**config.mk**
```make
export PLATFORM = sky130hd
export DESIGN_NAME = mii_rmii_pin_strap_mux
export DESIGN_NICKNAME = d
export VERILOG_FILES = /design/src/rtl/mps_pkg.sv /design/src/rtl/mii_rmii_pin_strap_mux.sv /design/src/rtl/mps_sync.sv
export VERILOG_INCLUDE_DIRS = /design/src /design/src/rtl
export SDC_FILE = /design/constraint.sdc
export NUM_CORES = 1
export LEC_CHECK = 0
export BUFFER_PORTS_ARGS = -buffer_cell sky130_fd_sc_hd__buf_2
export CAP_MARGIN = 20
export CORE_ASPECT_RATIO = 0.8
export CORE_MARGIN = 1.5
export CORE_UTILIZATION = 48
export CTS_CLUSTER_DIAMETER = 50
export DETAILED_ROUTE_END_ITERATION = 12
export GPL_ROUTABILITY_DRIVEN = 0
export HOLD_SLACK_MARGIN = 0.15
export PLACE_DENSITY = 0.82
export SLEW_MARGIN = 15
export SYNTH_ARGS = -nofsm -noshare
export SYNTH_HDL_FRONTEND = slang
export SYNTH_SLANG_ARGS = --single-unit
```
**constraint.sdc**
```tcl
create_clock -name clk -period 1.6 [get_ports clk]
set_input_delay 0.32 -clock clk [delete_from_list [all_inputs] [get_ports clk]]
set_output_delay 0.32 -clock clk [all_outputs]
set_load 0.01 [all_outputs]
```
**src/rtl/mps_regs.svh**
```systemverilog
// register offsets, field positions and reset values for the pin and strap mux
// Overview of operation
// RL1: RXD1 strap becomes management address bit 2
// RL2: RXD0 strap loads duplex bit of register 0
// RL3: RX_DV/CRS_DV strap kept as mode strap 2
// RL4: RX_ER strap becomes the isolate setting
// RL5: COL strap kept as mode strap 0
// RL6: CRS strap kept as mode strap 1
// RL7: strap pins input in reset, output otherwise
// RL8: phy_control_two bit 9 sets interrupt polarity
// RL9: interrupt_control_status enables and reports interrupt events
// RL10: RMII merges carrier and valid onto CRS_DV
// RL11: MII drives transmit and receive clocks out
// RL12: receive error driven in both modes
// RL13: MAC drives enable plus four or two bits
// RL14: four receive bits in MII, two in RMII
// RL15: MII drives collision and carrier sense outputs
// RL16: MII receive data valid only with RX_DV
// RL17: RMII sends two bits per reference clock
// RL18: MII ignores transmit data without TX_EN
// RL19: straps captured at reset release, then fixed
`ifndef MPS_REGS_SVH
`define MPS_REGS_SVH

`define MPS_OFF_BASIC_CONTROL 5'h00
`define MPS_OFF_INT_CTRL_STAT 5'h1b
`define MPS_OFF_PHY_CONTROL_TWO 5'h1f

`define MPS_BIT_DUPLEX 8
`define MPS_BIT_ISOLATE 10
`define MPS_BIT_INT_POLARITY 9
`define MPS_INT_EN_LSB 8

`define MPS_RST_BASIC_CONTROL 16'h0000
`define MPS_RST_INT_CTRL_STAT 16'h0000
`define MPS_RST_PHY_CONTROL_TWO 16'h0000

`endif

```
**src/rtl/mps_pkg.sv**
```systemverilog
// shared types of the pin and strap mux
package mps_pkg;
	typedef logic [15:0] mps_word_t;
	typedef logic [4:0] mps_addr_t;
	typedef logic [7:0] mps_event_t;
	typedef logic [3:0] mps_nibble_t;
endpackage

```
**src/rtl/mii_rmii_pin_strap_mux.sv**
```systemverilog
// MAC-side pin mux with reset straps and interrupt registers
`timescale 1ns/1ps
`default_nettype none
`include "mps_regs.svh"
module mii_rmii_pin_strap_mux (
	input wire logic clk,
	input wire logic srst,
	input wire logic rmii_sel,
	input wire logic link_clk,
	input wire logic reg_wr,
	input wire logic reg_rd,
	input wire mps_pkg::mps_addr_t reg_addr,
	input wire mps_pkg::mps_word_t reg_wdata,
	output mps_pkg::mps_word_t reg_rdata,
	input wire mps_pkg::mps_event_t int_event,
	input wire mps_pkg::mps_nibble_t core_rxd,
	input wire logic core_rx_dv,
	input wire logic core_crs,
	input wire logic core_col,
	input wire logic core_rx_er,
	output mps_pkg::mps_nibble_t core_txd,
	output logic core_tx_valid,
	input wire logic tx_en,
	input wire mps_pkg::mps_nibble_t txd,
	output logic rxd3_out,
	output logic rxd2_out,
	input wire logic rxd1_in,
	output logic rxd1_out,
	output logic rxd1_oe,
	input wire logic rxd0_in,
	output logic rxd0_out,
	output logic rxd0_oe,
	input wire logic rx_dv_in,
	output logic rx_dv_out,
	output logic rx_dv_oe,
	input wire logic rx_er_in,
	output logic rx_er_out,
	output logic rx_er_oe,
	input wire logic col_in,
	output logic col_out,
	output logic col_oe,
	input wire logic crs_in,
	output logic crs_out,
	output logic crs_oe,
	output logic txc_out,
	output logic rxc_out,
	output logic interrupt_out,
	output logic mgmt_address_strap_bit2,
	output logic mode_strap_bit0,
	output logic mode_strap_bit1,
	output logic mode_strap_bit2,
	output logic isolate
);
	import mps_pkg::*;

	logic [11:0] pins_raw;
	logic [11:0] pins_sync;
	logic srst_d_reg;
	logic release_now;
	logic strap_oe_reg;
	logic lclk_prev_reg;
	logic lclk_rise;
	logic lclk_fall;
	mps_word_t basic_control_reg;
	mps_word_t phy_control_two_reg;
	mps_event_t int_status_reg;
	mps_event_t int_status_next;
	mps_event_t int_enable_reg;
	mps_event_t rd_clear;
	logic int_any;
	logic interrupt_out_reg;
	logic [3:0] strap_reg;
	logic addr2_reg;
	mps_word_t rdata_reg;
	mps_nibble_t rxd_reg;
	logic rx_dv_reg;
	logic rx_er_reg;
	logic col_reg;
	logic crs_reg;
	logic txc_reg;
	logic rxc_reg;
	mps_nibble_t core_txd_reg;
	logic core_tx_valid_reg;

	// every pin input, the link clock included, crosses two flops first
	assign pins_raw = {link_clk, tx_en, txd, rxd1_in, rxd0_in, rx_dv_in, rx_er_in, col_in, crs_in};

	mps_sync #(
		.WIDTH(12)
	) u_sync (
		.clk(clk),
		.async_in(pins_raw),
		.sync_out(pins_sync)
	);

	// delayed reset marks the release cycle
	always_ff @(posedge clk) begin
		srst_d_reg <= srst;
	end
	assign release_now = srst_d_reg & ~srst;

	// RL7: pins released during reset
	always_ff @(posedge clk) begin
		if (srst) begin
			strap_oe_reg <= 1'b0;
		end else begin
			strap_oe_reg <= 1'b1;
		end
	end

	// RL19: capture straps on release
	// the synced pins lag two cycles, so they still hold the level seen in reset
	always_ff @(posedge clk) begin
		if (srst) begin
			strap_reg <= 4'h0;
			addr2_reg <= 1'b0;
		end else if (release_now) begin
			// RL1: address bit from RXD1
			addr2_reg <= pins_sync[5];
			// RL3: mode bit 2 from RX_DV
			strap_reg[2] <= pins_sync[3];
			// RL4: isolate from RX_ER
			strap_reg[3] <= pins_sync[2];
			// RL5: mode bit 0 from COL
			strap_reg[0] <= pins_sync[1];
			// RL6: mode bit 1 from CRS
			strap_reg[1] <= pins_sync[0];
		end
	end

	// basic control: software writes, release loads the strapped fields
	always_ff @(posedge clk) begin
		if (srst) begin
			basic_control_reg <= `MPS_RST_BASIC_CONTROL;
		end else if (release_now) begin
			// RL2: duplex from RXD0
			basic_control_reg[`MPS_BIT_DUPLEX] <= pins_sync[4];
			basic_control_reg[`MPS_BIT_ISOLATE] <= pins_sync[2];
		end else if (reg_wr && reg_addr == `MPS_OFF_BASIC_CONTROL) begin
			basic_control_reg <= reg_wdata;
		end
	end

	// phy control two holds the interrupt polarity
	always_ff @(posedge clk) begin
		if (srst) begin
			phy_control_two_reg <= `MPS_RST_PHY_CONTROL_TWO;
		end else if (reg_wr && reg_addr == `MPS_OFF_PHY_CONTROL_TWO) begin
			phy_control_two_reg <= reg_wdata;
		end
	end

	// RL9: sticky status, read clears
	// a new event in the clearing cycle survives the read
	assign rd_clear = (reg_rd && reg_addr == `MPS_OFF_INT_CTRL_STAT) ? 8'hff : 8'h00;
	assign int_status_next = (int_status_reg & ~rd_clear) | int_event;
	always_ff @(posedge clk) begin
		if (srst) begin
			int_status_reg <= mps_event_t'(`MPS_RST_INT_CTRL_STAT);
			int_enable_reg <= mps_event_t'(`MPS_RST_INT_CTRL_STAT >> `MPS_INT_EN_LSB);
		end else begin
			int_status_reg <= int_status_next;
			if (reg_wr && reg_addr == `MPS_OFF_INT_CTRL_STAT) begin
				int_enable_reg <= reg_wdata[15:`MPS_INT_EN_LSB];
			end
		end
	end
	assign int_any = |(int_status_reg & int_enable_reg);

	// RL8: polarity from bit 9
	// reset value is the inactive level of the default active-low setting
	always_ff @(posedge clk) begin
		if (srst) begin
			interrupt_out_reg <= 1'b1;
		end else if (phy_control_two_reg[`MPS_BIT_INT_POLARITY]) begin
			interrupt_out_reg <= int_any;
		end else begin
			interrupt_out_reg <= ~int_any;
		end
	end

	// read data is registered; unmapped offsets read as zero
	always_ff @(posedge clk) begin
		if (srst) begin
			rdata_reg <= 16'h0000;
		end else if (reg_rd) begin
			unique case (reg_addr)
				`MPS_OFF_BASIC_CONTROL: rdata_reg <= basic_control_reg;
				`MPS_OFF_INT_CTRL_STAT: rdata_reg <= {int_enable_reg, int_status_reg};
				`MPS_OFF_PHY_CONTROL_TWO: rdata_reg <= phy_control_two_reg;
				default: rdata_reg <= 16'h0000;
			endcase
		end
	end

	// edge finder on the synchronised link clock
	// it keeps tracking through reset, so release never shows a false edge
	always_ff @(posedge clk) begin
		lclk_prev_reg <= pins_sync[11];
	end
	assign lclk_rise = pins_sync[11] & ~lclk_prev_reg;
	assign lclk_fall = ~pins_sync[11] & lclk_prev_reg;

	// RL11: MII clocks follow link
	// clock outputs lag the link clock by the two-flop synchroniser delay plus one output register, three clk cycles in all
	always_ff @(posedge clk) begin
		if (srst || rmii_sel) begin
			txc_reg <= 1'b0;
			rxc_reg <= 1'b0;
		end else begin
			txc_reg <= pins_sync[11];
			rxc_reg <= pins_sync[11];
		end
	end

	// receive side launches on the falling edge so the MAC samples mid-bit
	always_ff @(posedge clk) begin
		if (srst) begin
			rxd_reg <= 4'h0;
			rx_dv_reg <= 1'b0;
			rx_er_reg <= 1'b0;
			col_reg <= 1'b0;
			crs_reg <= 1'b0;
		end else if (lclk_fall) begin
			// RL12: error in both modes
			rx_er_reg <= core_rx_er & ~isolate;
			if (rmii_sel) begin
				// RL10: merged carrier and valid
				rx_dv_reg <= (core_crs | core_rx_dv) & ~isolate;
				// RL17: two bits per clock
				// RL14: upper pair held low
				rxd_reg <= (core_crs | core_rx_dv) && !isolate ? {2'b00, core_rxd[1:0]} : 4'h0;
				col_reg <= 1'b0;
				crs_reg <= 1'b0;
			end else begin
				rx_dv_reg <= core_rx_dv & ~isolate;
				// RL16: data only with valid
				rxd_reg <= core_rx_dv && !isolate ? core_rxd : 4'h0;
				// RL15: MII collision and carrier
				col_reg <= core_col & ~isolate;
				crs_reg <= core_crs & ~isolate;
			end
		end
	end

	// RL18: sample data with enable
	// RL13: MAC drives two or four bits
	always_ff @(posedge clk) begin
		if (srst) begin
			core_txd_reg <= 4'h0;
			core_tx_valid_reg <= 1'b0;
		end else if (lclk_rise && pins_sync[10]) begin
			core_txd_reg <= rmii_sel ? {2'b00, pins_sync[7:6]} : pins_sync[9:6];
			core_tx_valid_reg <= 1'b1;
		end else begin
			core_tx_valid_reg <= 1'b0;
		end
	end

	// output wiring
	assign isolate = strap_reg[3];
	assign mgmt_address_strap_bit2 = addr2_reg;
	assign mode_strap_bit0 = strap_reg[0];
	assign mode_strap_bit1 = strap_reg[1];
	assign mode_strap_bit2 = strap_reg[2];
	assign reg_rdata = rdata_reg;
	assign interrupt_out = interrupt_out_reg;
	assign core_txd = core_txd_reg;
	assign core_tx_valid = core_tx_valid_reg;
	assign txc_out = txc_reg;
	assign rxc_out = rxc_reg;
	assign rxd3_out = rxd_reg[3];
	assign rxd2_out = rxd_reg[2];
	assign rxd1_out = rxd_reg[1];
	assign rxd0_out = rxd_reg[0];
	assign rx_dv_out = rx_dv_reg;
	assign rx_er_out = rx_er_reg;
	assign col_out = col_reg;
	assign crs_out = crs_reg;
	assign rxd1_oe = strap_oe_reg;
	assign rxd0_oe = strap_oe_reg;
	assign rx_dv_oe = strap_oe_reg;
	assign rx_er_oe = strap_oe_reg;
	assign col_oe = strap_oe_reg;
	assign crs_oe = strap_oe_reg;

	// strap pins float from one cycle into reset until one cycle after its release
	a_oe_in_reset: assert property (@(posedge clk) srst |=> !strap_oe_reg) // RL7
		else $error("strap pin driven during reset");
	a_oe_after_reset: assert property (@(posedge clk) disable iff (srst)
		!$past(srst) |-> strap_oe_reg) // RL7
		else $error("strap pin not driven after reset");
	a_addr_capture: assert property (@(posedge clk) release_now |=>
		mgmt_address_strap_bit2 == $past(pins_sync[5])) // RL1
		else $error("address strap not captured");
	a_duplex_capture: assert property (@(posedge clk) release_now |=>
		basic_control_reg[8] == $past(pins_sync[4])) // RL2
		else $error("duplex strap not captured");
	a_mode_capture: assert property (@(posedge clk) release_now |=>
		strap_reg == {$past(pins_sync[2]), $past(pins_sync[3]), $past(pins_sync[0]),
		$past(pins_sync[1])}) // RL3 RL4 RL5 RL6
		else $error("mode or isolate strap not captured");
	a_strap_hold: assert property (@(posedge clk) disable iff (srst)
		!release_now |=> $stable(strap_reg) && $stable(addr2_reg)) // RL19
		else $error("strap changed outside reset release");
	a_irq_polarity: assert property (@(posedge clk) disable iff (srst)
		!$past(srst) |-> interrupt_out ==
		($past(phy_control_two_reg[9]) ? $past(int_any) : !$past(int_any))) // RL8
		else $error("interrupt level or polarity wrong");
	a_status_sticky: assert property (@(posedge clk) disable iff (srst)
		(int_event != 8'h00) |=> (int_status_reg & $past(int_event)) == $past(int_event)) // RL9
		else $error("interrupt event lost");
	a_crs_dv_merge: assert property (@(posedge clk) disable iff (srst)
		lclk_fall && rmii_sel && !isolate |=> rx_dv_out == $past(core_crs | core_rx_dv)) // RL10
		else $error("crs_dv not merged");
	a_rmii_upper_low: assert property (@(posedge clk) disable iff (srst)
		lclk_fall && rmii_sel |=> !rxd3_out && !rxd2_out && !col_out && !crs_out) // RL14
		else $error("mii only outputs active in rmii");
	a_tx_ignore: assert property (@(posedge clk) disable iff (srst)
		!(lclk_rise && pins_sync[10]) |=> !core_tx_valid) // RL18
		else $error("transmit data taken without enable");
	a_mii_data_valid: assert property (@(posedge clk) disable iff (srst) // RL16
		lclk_fall && !rmii_sel && !core_rx_dv |=> rxd_reg == 4'h0)
		else $error("receive data shown without valid");
	a_isolate_quiet: assert property (@(posedge clk) disable iff (srst) // RL4
		lclk_fall && isolate |=> rxd_reg == 4'h0 && !rx_dv_out && !rx_er_out && !col_out && !crs_out)
		else $error("receive outputs active while isolated");
endmodule // mii_rmii_pin_strap_mux
`default_nettype wire

```
**src/rtl/mps_sync.sv**
```systemverilog
// two flip-flop synchroniser for pin inputs
`timescale 1ns/1ps
`default_nettype none
module mps_sync #(
	parameter int WIDTH = 12
) (
	input wire logic clk,
	input wire logic [WIDTH-1:0] async_in,
	output logic [WIDTH-1:0] sync_out
);
	genvar i;
	// no reset: the chain must keep tracking the pins during reset so straps are seen
	generate
		for (i = 0; i < WIDTH; i++) begin : g_bit
			logic meta_reg;
			logic stable_reg;
			always_ff @(posedge clk) begin
				meta_reg <= async_in[i];
				stable_reg <= meta_reg;
			end
			assign sync_out[i] = stable_reg;
		end
	endgenerate
endmodule // mps_sync
`default_nettype wire

```
==> qor.csv <==
metric;value;unit
clkSinkCount;111;
yosys_register_bits;111;
grt.overflow.total;0;
pin_count;97;
synth_cells;456;
p_sw;0.00143;W
p_leak;2.12;nW
ir_drop;0.000863;V
die-width;109;microns
routedWlPerCell;17.3;microns
grt_pass1_vias;3642;
fillers;716;
routed_wirelength;11600;microns
power.total;0.00590;W
maxCapViolations;0;
combPwrFrac;8.1;%
drtIter0Drc;373;
start_util;50.2;%
maxSlewHeadroom;51.6;%
skew;0.00499;ns
grtUsageTotal;24.9;%
hp-class;in2reg;
path_class;in2reg;
vias_per_cell;5.99;
numCtsBuffers;9;
syn2layout_area_growth;26.1;%
die_area;9610;sq um
synth_nets;510;
min_period;1.41;ns
multi_input_area;1870;sq um
required;1.82;ns
coreArea;8630;sq um
insertion_delay;0.35;ns
fmax;711;MHz
drv_slew;0;
cts.reportedPaths.clkPinSlew;0.07;ns
worst_pin_slew;0.726;ns
syn_area_per_cell;9.51;sq um
tns;0;ns
setup_viol;0;
num_rows;30;
final-hold-violation-count;0;
io_buffers;96;
first_pass_iters;5;
final_nets;607;
ctsResizeCount;0;
cp.arrival;1.63;ns
worstPathMaxFanout;22;
drc_errors;0;
antenna_found_initial;0;
p_per_area;1080;nW/um^2
status;completed;
synth_edf_count;0;
seq_area;2220;sq um
internal_power;0.00447;W
synthDistinctLibCells;36;
critPathCaptureType;flip-flop;
synth_flop_cell;dfxtp_1;
antenna_left;0;
synthArstFlopShare;0;%
period_share;87.9;%
switching_share;24.2;%
grt_start_max_net_pins;69;
p_seq_share;48.9;%
yosysWarnings;0;
postCtsSetupBuffers;0;
die_h;88.0;microns
hold_ws;0.209;ns
drive_above_1_share;29.0;%
grt_pass1_wl;18200;microns
synth.yosys.seq_area_share;51.3;%
crit_path_start_kind;primary input;
vias;4013;
rsz0062_at_grt;false;
htree_levels;3;
n_antenna_cell;0;
cts_buffer_depth;2;
p_clk_share;42.9;%
synthesis.area;4340;sq um
dp_hpwl;7860;microns
cts_tree;yes;
cts_root_buf;clkbuf_16;
## routing by layer
metal  vias up  GRT usage (%)  routed length (microns)
li1       1875              -                        -
met2       182           39.7                     5510
met4         0           10.7                      342
met3        31           6.55                      857
met5         -              0                        0
met1      1925           32.0                     4900
## worst max-delay path, cell delays in order
cell and delay, ns:
buf_2 0.12, buf_4 0.29, nand2_1 0.43, o21ai_0 0.34, a21oi_1 0.12
## placed cells by master, fill, tap and decap left out, types with 8 or more instances in the layout
cell / count
a32oi_1: 21
nand2_1: 12
nand4_1: 10
nand3_1: 32
a22oi_1: 15
o21ai_0: 24
mux2i_1: 8
nor2b_1: 11
nor2_1: 33
nand2b_1: 11
buf_4: 25
mux2_2: 8
o31ai_2: 10
a21oi_1: 41
buf_2: 96
dlygate4sd3_1: 12
a31oi_1: 10
a211oi_1: 8
clkbuf_16: 9
nand4b_1: 14
dfxtp_1: 111
## timing repair
item | CTS | global route
endpoints found under the hold margin | 12 | 0
setup endpoints to repair | 0 | 0
hold buffers | 12 | 0
## logic make-up (layout without fill, tap and decap cells)
logic type	Yosys count	count (layout)	share of synthesized area (%)
buf+inv	55	157	5.77
mux	16	16	3.93
compound gates	138	138	21.6
simple gates	136	136	17.5
flops	111	111	51.3
## cells in the mapped netlist (2+ instances only)
master / n / share of area, %
a211oi_1: 8 / 1.4
a22oi_1: 15 / 2.6
a31oi_1: 10 / 1.4
nand4_1: 10 / 1.4
nand2_1: 12 / 1.0
nand4b_1: 14 / 2.8
and2_1: 2 / 0.29
mux2_2: 8 / 2.1
mux2i_1: 8 / 1.8
o21ai_0: 24 / 2.8
o31ai_2: 10 / 2.9
nor3b_1: 3 / 0.52
or3b_2: 2 / 0.40
dfxtp_1: 111 / 51
a32oi_1: 21 / 4.2
nor2b_1: 11 / 1.6
o21ai_1: 2 / 0.23
clkbuf_1: 30 / 2.6
buf_2: 8 / 0.92
nand3_1: 32 / 3.7
nor2_1: 33 / 2.9
a221oi_1: 2 / 0.40
o31ai_1: 4 / 0.69
buf_4: 7 / 1.2
nand2b_1: 11 / 1.6
buf_1: 5 / 0.43
a21oi_1: 41 / 4.7
inv_1: 4 / 0.35
## power by group through the flow
| stage | clock, W | sequential (W) | combinational, W |
|---|---|---|---|
| finish | 0.00253 | 0.00289 | 0.000480 |
| CTS | 0.00256 | 0.00288 | 0.000472 |
| floorplan | 0 | 0.00294 | 0.000237 |
| global route | 0.00267 | 0.00290 | 0.000515 |
| global placement | 0 | 0.00295 | 0.000433 |
| detailed placement | 0 | 0.00295 | 0.000446 |
## stage by stage
step                      setup WS (ns)  std cells  cell area (sq um)  util (%)
after floorplan                  0.0395        456               4340         -
after global placement          -0.0576        642               5000      57.9
after detailed placement         -0.125        642               5000      57.9
after CTS                         0.240        670               5470      63.3
after global routing             0.0969        670               5470      63.3
final                             0.194        670               5470      63.3
## worst paths after layout
kind / cells past startpoint / start / slack [ns] / to
max: 5 / reg_addr[2] / 0.19 / phy_control_two_reg[1]$_SDFFE_PP0P_
min: 2 / rmii_sel / 0.21 / rxc_out$_SDFF_PP0_
max reg2reg: 3 / u_sync.g_bit[11].stable_reg$_DFF_P_ / 0.32 / rx_er_out$_SDFFE_PP0P_
min reg2reg: 0 / u_sync.g_bit[11].meta_reg$_DFF_P_ / 0.33 / u_sync.g_bit[11].stable_reg$_DFF_P_
## area by class of cell
| class | instances | share of cell area, % |
|---|---|---|
| well taps | 112 | 2.56 |
| multi-input cells | 290 | 34.2 |
| clock buffers | 9 | 4.12 |
| flip-flops and latches | 111 | 40.7 |
| clock inverters | 7 | 2.27 |
| inverters | 4 | 0.275 |
| repair buffers | 137 | 15.9 |
Power figures use the tool's default switching activity.
